`config.mk`:
```
export PLATFORM = sky130hd
export DESIGN_NAME = acr_route_regs
export DESIGN_NICKNAME = d
export VERILOG_FILES = /design/src/hdl/acr_pkg.sv /design/src/hdl/acr_soft_step.sv /design/src/hdl/acr_route_regs.sv
export SDC_FILE = /design/constraint.sdc
export NUM_CORES = 1
export LEC_CHECK = 0
export BUFFER_PORTS_ARGS = -buffer_cell sky130_fd_sc_hd__buf_2
export CAP_MARGIN = 10
export CORE_MARGIN = 4
export CORE_UTILIZATION = 30
export CTS_BUF_LIST = sky130_fd_sc_hd__clkbuf_4 sky130_fd_sc_hd__clkbuf_8 sky130_fd_sc_hd__clkbuf_16
export DETAILED_ROUTE_END_ITERATION = 6
export PLACE_DENSITY = 0.49
export SYNTH_ARGS = -nofsm -noshare
export SYNTH_HDL_FRONTEND = slang
export SYNTH_SLANG_ARGS = --single-unit
```
`constraint.sdc`:
```
create_clock -name aclk -period 3.55 [get_ports aclk]
set_input_delay 0.5325 -clock aclk [delete_from_list [all_inputs] [get_ports aclk]]
set_output_delay 0.5325 -clock aclk [all_outputs]
set_load 0.03 [all_outputs]
```
`src/hdl/acr_pkg.sv`:
```
// Constants and carrier types for the line-input routing register bank
package acr_pkg;

  localparam int          ACR_ADDR_W       = 8;
  // Register indices; byte address is four times the index
  localparam logic [7:0]  ACR_IDX_LEFT     = 8'h15;
  localparam logic [7:0]  ACR_IDX_RIGHT    = 8'h16;

  // Field positions
  localparam int          ACR_DIFF_BIT     = 7;
  localparam int          ACR_LEVEL_LSB    = 3;
  localparam int          ACR_LEVEL_W      = 4;
  localparam int          ACR_POWER_BIT    = 2;
  localparam int          ACR_RATE_LSB     = 0;
  localparam int          ACR_RATE_W       = 2;

  // Reset values
  localparam logic        ACR_DIFF_RST     = 1'b0;
  localparam logic [3:0]  ACR_LEVEL_RST    = 4'hF;
  localparam logic        ACR_POWER_RST    = 1'b0;
  localparam logic [1:0]  ACR_RATE_RST     = 2'h0;
  localparam logic [2:0]  ACR_LEFT_RSVD    = 3'h0;

  // Level codes
  localparam logic [3:0]  ACR_LEVEL_0DB    = 4'h0;
  localparam logic [3:0]  ACR_LEVEL_MAX    = 4'h8;
  localparam logic [3:0]  ACR_LEVEL_OFF    = 4'hF;

  // Soft-step rates
  localparam logic [1:0]  ACR_RATE_FS1     = 2'h0;
  localparam logic [1:0]  ACR_RATE_FS2     = 2'h1;

  // Bus answers
  localparam logic [1:0]  ACR_RESP_OKAY    = 2'h0;
  localparam logic [1:0]  ACR_RESP_SLVERR  = 2'h2;

  typedef struct packed {
    logic                  awvalid;
    logic [ACR_ADDR_W-1:0] awaddr;
    logic                  wvalid;
    logic [31:0]           wdata;
    logic [3:0]            wstrb;
    logic                  bready;
    logic                  arvalid;
    logic [ACR_ADDR_W-1:0] araddr;
    logic                  rready;
  } acr_axil_req_t;

  typedef struct packed {
    logic        awready;
    logic        wready;
    logic        bvalid;
    logic [1:0]  bresp;
    logic        arready;
    logic        rvalid;
    logic [31:0] rdata;
    logic [1:0]  rresp;
  } acr_axil_rsp_t;

  typedef struct packed {
    logic       left_diff;
    logic [3:0] left_level;
    logic       left_connect;
    logic       right_diff;
    logic [3:0] right_level;
    logic       right_connect;
    logic       right_power;
    logic       right_step_busy;
  } acr_route_t;

endpackage : acr_pkg

```
`src/hdl/acr_soft_step.sv`:
```
// Soft-stepping of the right ADC mix level toward its programmed target
`timescale 1ns/100ps
module acr_soft_step (
  input  wire logic        aclk,
  input  wire logic        aresetn,
  input  wire logic [3:0]  target,
  input  wire logic [1:0]  rate,
  input  wire logic        fs_tick,
  output logic      [3:0]  level,
  output logic             busy
);
  import acr_pkg::*;

  typedef struct packed {
    logic [3:0] level;
    logic       half;
    logic       busy;
  } acr_step_state_t;

  acr_step_state_t st;
  acr_step_state_t next_st;
  logic            step_now;
  logic            stepping;

  always_comb begin
    next_st  = st;
    stepping = (rate == ACR_RATE_FS1) || (rate == ACR_RATE_FS2);
    step_now = fs_tick && ((rate == ACR_RATE_FS1) || st.half);
    if (fs_tick) begin
      next_st.half = ~st.half;
    end
    if (st.level != target) begin
      // Connect, disconnect or disabled stepping apply at once
      if (!stepping || target == ACR_LEVEL_OFF ||
          st.level == ACR_LEVEL_OFF) begin
        next_st.level = target;
      end else if (step_now) begin // [RL10]
        if (st.level < target) begin
          next_st.level = st.level + 4'h1;
        end else begin
          next_st.level = st.level - 4'h1;
        end
      end
    end
    next_st.busy = (next_st.level != target);
  end

  always_ff @(posedge aclk) begin
    if (!aresetn) begin
      st <= '{level: ACR_LEVEL_RST, half: 1'b0, busy: 1'b0};
    end else begin
      st <= next_st;
    end
  end

  assign level = st.level;
  assign busy  = st.busy;

endmodule : acr_soft_step

```
`src/hdl/acr_route_regs.sv`:
```
// Left and right line-one input routing registers behind an AXI4-Lite slave
// Behaviour
// [RL1] Bit 7 of each register picks single-ended (0) or differential (1), reset 0.
// [RL2] Software keeps the mode bit equal in both registers when routed to both.
// [RL3] Left level field bits 6..3 gives 0 dB at 0000 down to -12 dB at 1000, reset 1111.
// [RL4] Any valid left code connects the input to the left mix; 1111 disconnects it.
// [RL5] Software never writes level codes 1001 to 1110.
// [RL6] Left register bits 2..0 read zero and software writes zero there.
// [RL7] Right register has its own level field, same coding, 1111 disconnects.
// [RL8] Right register bit 2 powers the right ADC channel up (1) or down (0), reset 0.
// [RL9] Right bits 1..0 set soft-step rate: 00 each Fs, 01 every two Fs, 1x off.
// [RL10] With stepping on, the right level walks one step per interval to target.
`timescale 1ns/100ps
module acr_route_regs (
  input  wire logic                   aclk,
  input  wire logic                   aresetn,
  input  wire acr_pkg::acr_axil_req_t axil_req,
  output acr_pkg::acr_axil_rsp_t      axil_rsp,
  input  wire logic                   fs_tick,
  output acr_pkg::acr_route_t         route
);
  import acr_pkg::*;

  localparam logic [ACR_ADDR_W-1:0] ADDR_LEFT =
    ACR_ADDR_W'({ACR_IDX_LEFT, 2'b00});
  localparam logic [ACR_ADDR_W-1:0] ADDR_RIGHT =
    ACR_ADDR_W'({ACR_IDX_RIGHT, 2'b00});

  typedef struct packed {
    logic                  aw_held;
    logic [ACR_ADDR_W-1:0] aw_addr;
    logic                  w_held;
    logic [7:0]            w_byte;
    logic                  w_en;
    logic [7:0]            left_reg;
    logic [7:0]            right_reg;
    acr_axil_rsp_t         rsp;
    acr_route_t            out;
  } acr_regs_state_t;

  acr_regs_state_t st;
  acr_regs_state_t next_st;
  logic [3:0]      step_level;
  logic            step_busy;
  logic            aw_take;
  logic            w_take;
  logic            ar_take;

  acr_soft_step u_step (
    .aclk    (aclk),
    .aresetn (aresetn),
    .target  (st.right_reg[ACR_LEVEL_LSB +: ACR_LEVEL_W]),
    .rate    (st.right_reg[ACR_RATE_LSB +: ACR_RATE_W]),
    .fs_tick (fs_tick),
    .level   (step_level),
    .busy    (step_busy)
  );

  always_comb begin
    next_st = st;
    aw_take = axil_req.awvalid && st.rsp.awready;
    w_take  = axil_req.wvalid && st.rsp.wready;
    ar_take = axil_req.arvalid && st.rsp.arready;

    if (aw_take) begin
      next_st.aw_held = 1'b1;
      next_st.aw_addr = axil_req.awaddr;
    end
    if (w_take) begin
      next_st.w_held = 1'b1;
      next_st.w_byte = axil_req.wdata[7:0];
      next_st.w_en   = axil_req.wstrb[0];
    end

    // Write once both halves are held
    if (st.aw_held && st.w_held && !st.rsp.bvalid) begin
      next_st.aw_held    = 1'b0;
      next_st.w_held     = 1'b0;
      next_st.rsp.bvalid = 1'b1;
      next_st.rsp.bresp  = ACR_RESP_OKAY;
      if (st.aw_addr == ADDR_LEFT) begin
        if (st.w_en) begin
          next_st.left_reg = {st.w_byte[7:3], ACR_LEFT_RSVD}; // [RL6]
        end
      end else if (st.aw_addr == ADDR_RIGHT) begin
        if (st.w_en) begin
          next_st.right_reg = st.w_byte; // [RL7] [RL8] [RL9]
        end
      end else begin
        next_st.rsp.bresp = ACR_RESP_SLVERR;
      end
    end else if (st.rsp.bvalid && axil_req.bready) begin
      next_st.rsp.bvalid = 1'b0;
    end

    if (ar_take) begin
      next_st.rsp.rvalid = 1'b1;
      next_st.rsp.rresp  = ACR_RESP_OKAY;
      if (axil_req.araddr == ADDR_LEFT) begin
        next_st.rsp.rdata = {24'h00_0000, st.left_reg}; // [RL6]
      end else if (axil_req.araddr == ADDR_RIGHT) begin
        next_st.rsp.rdata = {24'h00_0000, st.right_reg};
      end else begin
        next_st.rsp.rdata = 32'h0000_0000;
        next_st.rsp.rresp = ACR_RESP_SLVERR;
      end
    end else if (st.rsp.rvalid && axil_req.rready) begin
      next_st.rsp.rvalid = 1'b0;
    end

    next_st.rsp.awready = !next_st.aw_held && !next_st.rsp.bvalid;
    next_st.rsp.wready  = !next_st.w_held && !next_st.rsp.bvalid;
    next_st.rsp.arready = !next_st.rsp.rvalid;

    // Analog-side controls
    next_st.out.left_diff   = st.left_reg[ACR_DIFF_BIT]; // [RL1]
    next_st.out.left_level  =
      st.left_reg[ACR_LEVEL_LSB +: ACR_LEVEL_W]; // [RL3]
    next_st.out.left_connect =
      st.left_reg[ACR_LEVEL_LSB +: ACR_LEVEL_W] != ACR_LEVEL_OFF; // [RL4]
    next_st.out.right_diff  = st.right_reg[ACR_DIFF_BIT]; // [RL1]
    next_st.out.right_level = step_level; // [RL10]
    next_st.out.right_connect = step_level != ACR_LEVEL_OFF; // [RL7]
    next_st.out.right_power = st.right_reg[ACR_POWER_BIT]; // [RL8]
    next_st.out.right_step_busy = step_busy; // [RL9]
  end

  always_ff @(posedge aclk) begin
    if (!aresetn) begin
      st.aw_held   <= 1'b0;
      st.aw_addr   <= '0;
      st.w_held    <= 1'b0;
      st.w_byte    <= 8'h00;
      st.w_en      <= 1'b0;
      st.left_reg  <= {ACR_DIFF_RST, ACR_LEVEL_RST, ACR_LEFT_RSVD};
      st.right_reg <= {ACR_DIFF_RST, ACR_LEVEL_RST, ACR_POWER_RST,
                       ACR_RATE_RST};
      st.rsp       <= '{awready: 1'b0, wready: 1'b0, bvalid: 1'b0,
                        bresp: ACR_RESP_OKAY, arready: 1'b0,
                        rvalid: 1'b0, rdata: 32'h0000_0000,
                        rresp: ACR_RESP_OKAY};
      st.out       <= '{left_diff: ACR_DIFF_RST,
                        left_level: ACR_LEVEL_RST, left_connect: 1'b0,
                        right_diff: ACR_DIFF_RST,
                        right_level: ACR_LEVEL_RST, right_connect: 1'b0,
                        right_power: ACR_POWER_RST,
                        right_step_busy: 1'b0};
    end else begin
      st <= next_st;
    end
  end

  assign axil_rsp = st.rsp;
  assign route    = st.out;

endmodule : acr_route_regs

```
==> impl_results.md <==
* Status: completed
* Critical Path AT at 3280 ps
* DP Cell Count at 519
* Crit-path cells: inv_1 > ha_1 > nor2b_1 > o211ai_2 > nand2_1 > inv_1 > fa_1 > xor2_1 > xnor2_1 > a311o_1 > a21oi_1 > a2111oi_2 > a31oi_1
* Fmax at 324.0 MHz
* EDFF count, synth at 0
* Layout area overhead at 9.280%
* Critical path's largest stage delay at 500 ps
* Gr usage total at 0.1184
* Gr ovfl total at 0
* Row count at 37
* Via/cell ratio at 4.495
* Die width at 111.2 um
* P_int at 0.001365 W
* LEAKAGE at 1.502 nW
* WHS at 424.4 ps
* CTS root buf: clkbuf_8
* Post-CTS sizing at 0
* Tightest Hold Check Type: in2reg
* CP max stage cell: dfxtp_1
* Clk sinks at 67
* CP delay by family, top: compound AO/OA/AOI/OAI gates
* Die ar. at 12370 um^2
* Final HPWL DP at 5.075 mm
* Avg Cell Area, Syn at 8.707 um^2
* Global-route wire length before repair at 11.96 mm
* Placed cell areas at 3276 um^2
* Synth area leaders: dfxtp_1 42%, buf_4 13%, nand2_1 7.3%
* Commonest non-fill, non-tap cell in the layout: dfxtp_1
* Final hold vios at 0
* Initial DRT Pass Iterations at 4
* Post-synth top flop: dfxtp_1
* Fill cells at 1108
* Routed wire length at 7.084 mm
* Fraction of power consumed by sequential logic at 0.419
* Switching Share at 0.3075
* Wire per inst at 13.24 um
* Layout cells sized above 1 at 0.2206
* Tmin final at 3086 ps
* Clock Power Share at 0.356
* Max rail drop VDD at 0.2011 mV
* Design Area, Final at 3492 um^2
* Vias in the first global route at 2451
* Largest net degree at the start of global routing at 37
* # H-tree levels at 3
* Fin util at 0.3368
* Top cell type's share of synthesized area at 0.4197
* Sequential-to-total area share from yosys stat at 0.4197
* Crit start category: flip-flop
* CTS tree: built
* Combinational Power Share at 0.225
* Power density over cell area at 564.3 nW/um^2
* Post-route ant nets at 0
* Core area at 10370 um^2
* Final std cells w/o fill at 535
* Syn Inst Count at 367
* Total setup buffers inserted after CTS at 0
* CP Capture Type: flip-flop
* Buffer levels on the longest clock path at 2
* Crit-path max FO at 6
* Initial antenna violation count at 0
* Final TNS setup at 0 ps
* Placer Congestion at 0.8256
* RSZ-0062 raised after global routing: false
* DR vias at 2405
* DRC Markers at 0
* Fin Clk Skew at 9.796 ps
* Number of synthesized register bits at 67
* I/O pins at 115
* Slew HR at 0.3973
* Max Transition Viols Final at 0
* CP required at 3740 ps
* Initial DRC count at 93
* Ant. Diodes at 0
* R2R Setup Slk at 460 ps
* Worst slew pin tran at 900.1 ps
* WP buf/inv at 2
* Max-cap violations at 0
* Clock-pin slew of the registers on the worst-case setup and hold paths at 80 ps
* Synth area leader: dfxtp_1
* Buffers on Ports at 61
* Initial Util at 0.3082
* Setup CP Type: reg2reg
* Cts hold-fix bufs at 0
* Later-pin clock latency in the skew report at 340 ps
* Post-synthesis cell type count at 49
* CTS buffer count at 9
* Final net count at 461
* Most used cell, CP: inv_1
* Commonest cells after routing, fill and taps aside: 67 x dfxtp_1, 62 x nand2_1, 61 x buf_2
* Synth warn at 0
* Period Utilization, post-route at 0.8694
* Final setup viols at 0
* Ys async rst share at 0
* Psw at 0.0006061 W
* Cell Area, Synth at 3196 um^2
* Die Y at 111.2 um
==> flip-flops by register name, indices dropped and copies added, names as in the netlist <==
signal,flops
axil_rsp,15
next_st,7
route,14
st,25
u_step.busy,1
u_step.level,4
u_step.st,1
==> power groups by stage <==
| stage | clock network (W) | registers (W) | logic [W] |
|---|---|---|---|
| 3_5_place_dp | 0 | 0.000843 | 0.000442 |
| 5_1_grt | 0.000755 | 0.000832 | 0.000491 |
| 4_1_cts | 0.000722 | 0.000825 | 0.000444 |
| 3_3_place_gp | 0 | 0.000842 | 0.000438 |
| 6_report | 0.000702 | 0.000825 | 0.000444 |
| 2_1_floorplan | 0 | 0.000831 | 0.000395 |
==> Yosys cell counts, types with 2 or more instances <==
master    instances
o211ai_1          5
nand2_1          62
nor3b_2           2
and2_1            9
o21ai_1           4
a21oi_1          29
xor2_1            6
nand4_1           2
a221oi_1          5
nand3_1           6
and4_1            2
dfxtp_1          67
inv_1             6
buf_6             2
nand2b_1         10
mux2i_1          11
clkbuf_1         11
o21ai_0           2
a31oi_1           3
nor2b_1           2
ha_1              6
nor4_1            2
nor3_1           10
xnor2_1           2
buf_4            56
nor2_1           22
==> cell families (layout without fill, tap and decap cells) <==
logic type,after synthesis,in the layout,share of synthesized area
buffers and inverters,77,84,0.1613
xor gates and xnor gates,8,8,0.02193
and+or+nand+nor,139,139,0.2157
AOI/OAI and AO/OA,57,57,0.1159
other,1,26,0.001174
adders and majority gates,7,7,0.02976
DFF,67,67,0.4197
muxes,11,11,0.03446
==> tightest hold or removal path: cells and delay by family <==
kind / cells / cell delay [ps]
buffers and inverters: 1 / 90
AO/OA/AOI/OAI: 1 / 50
AND/OR/NAND/NOR: 1 / 40
==> metrics by stage <==
step | setup WS [ps] | total power, W
2_1_floorplan | 908.8 | 0.001227
3_3_place_gp | 530.5 | 0.001280
3_5_place_dp | 500.4 | 0.001285
4_1_cts | 474.6 | 0.001991
5_1_grt | 166.1 | 0.002078
6_report | 463.6 | 0.001971
==> final timing paths <==
check / start / end / cells after the start
setup / recovery: st[59]$_SDFFE_PN1P_ / u_step.busy$_SDFF_PN0_ / 13
hold / removal: axil_req[53] / st[86]$_SDFFE_PN0P_ / 3
setup reg to reg: st[59]$_SDFFE_PN1P_ / u_step.busy$_SDFF_PN0_ / 13
hold reg to reg: u_step.busy$_SDFF_PN0_ / route[0]$_SDFF_PN0_ / 1
==> cell type report <==
type / instances / area [um^2] / share of cell area
multi-input cells: 248 / 1433 / 0.4102
flip-flops and latches: 67 / 1341 / 0.3841
repair buffers: 61 / 305.3 / 0.08742
well taps: 136 / 170.2 / 0.04873
clock buffers: 11 / 138.9 / 0.03977
clock inverters: 5 / 77.57 / 0.02221
inverters: 7 / 26.28 / 0.007524
==> per-layer routing <==
metal / global-route usage / vias to the layer above / part of all wire
met5: 0 / - / 0
met4: 0.04380 / 0 / 0.016
met3: 0.03603 / 9 / 0.053
met2: 0.1838 / 64 / 0.46
met1: 0.1548 / 1123 / 0.47
li1: - / 1209 / -
No activity file was read; power rests on OpenSTA's default activity.
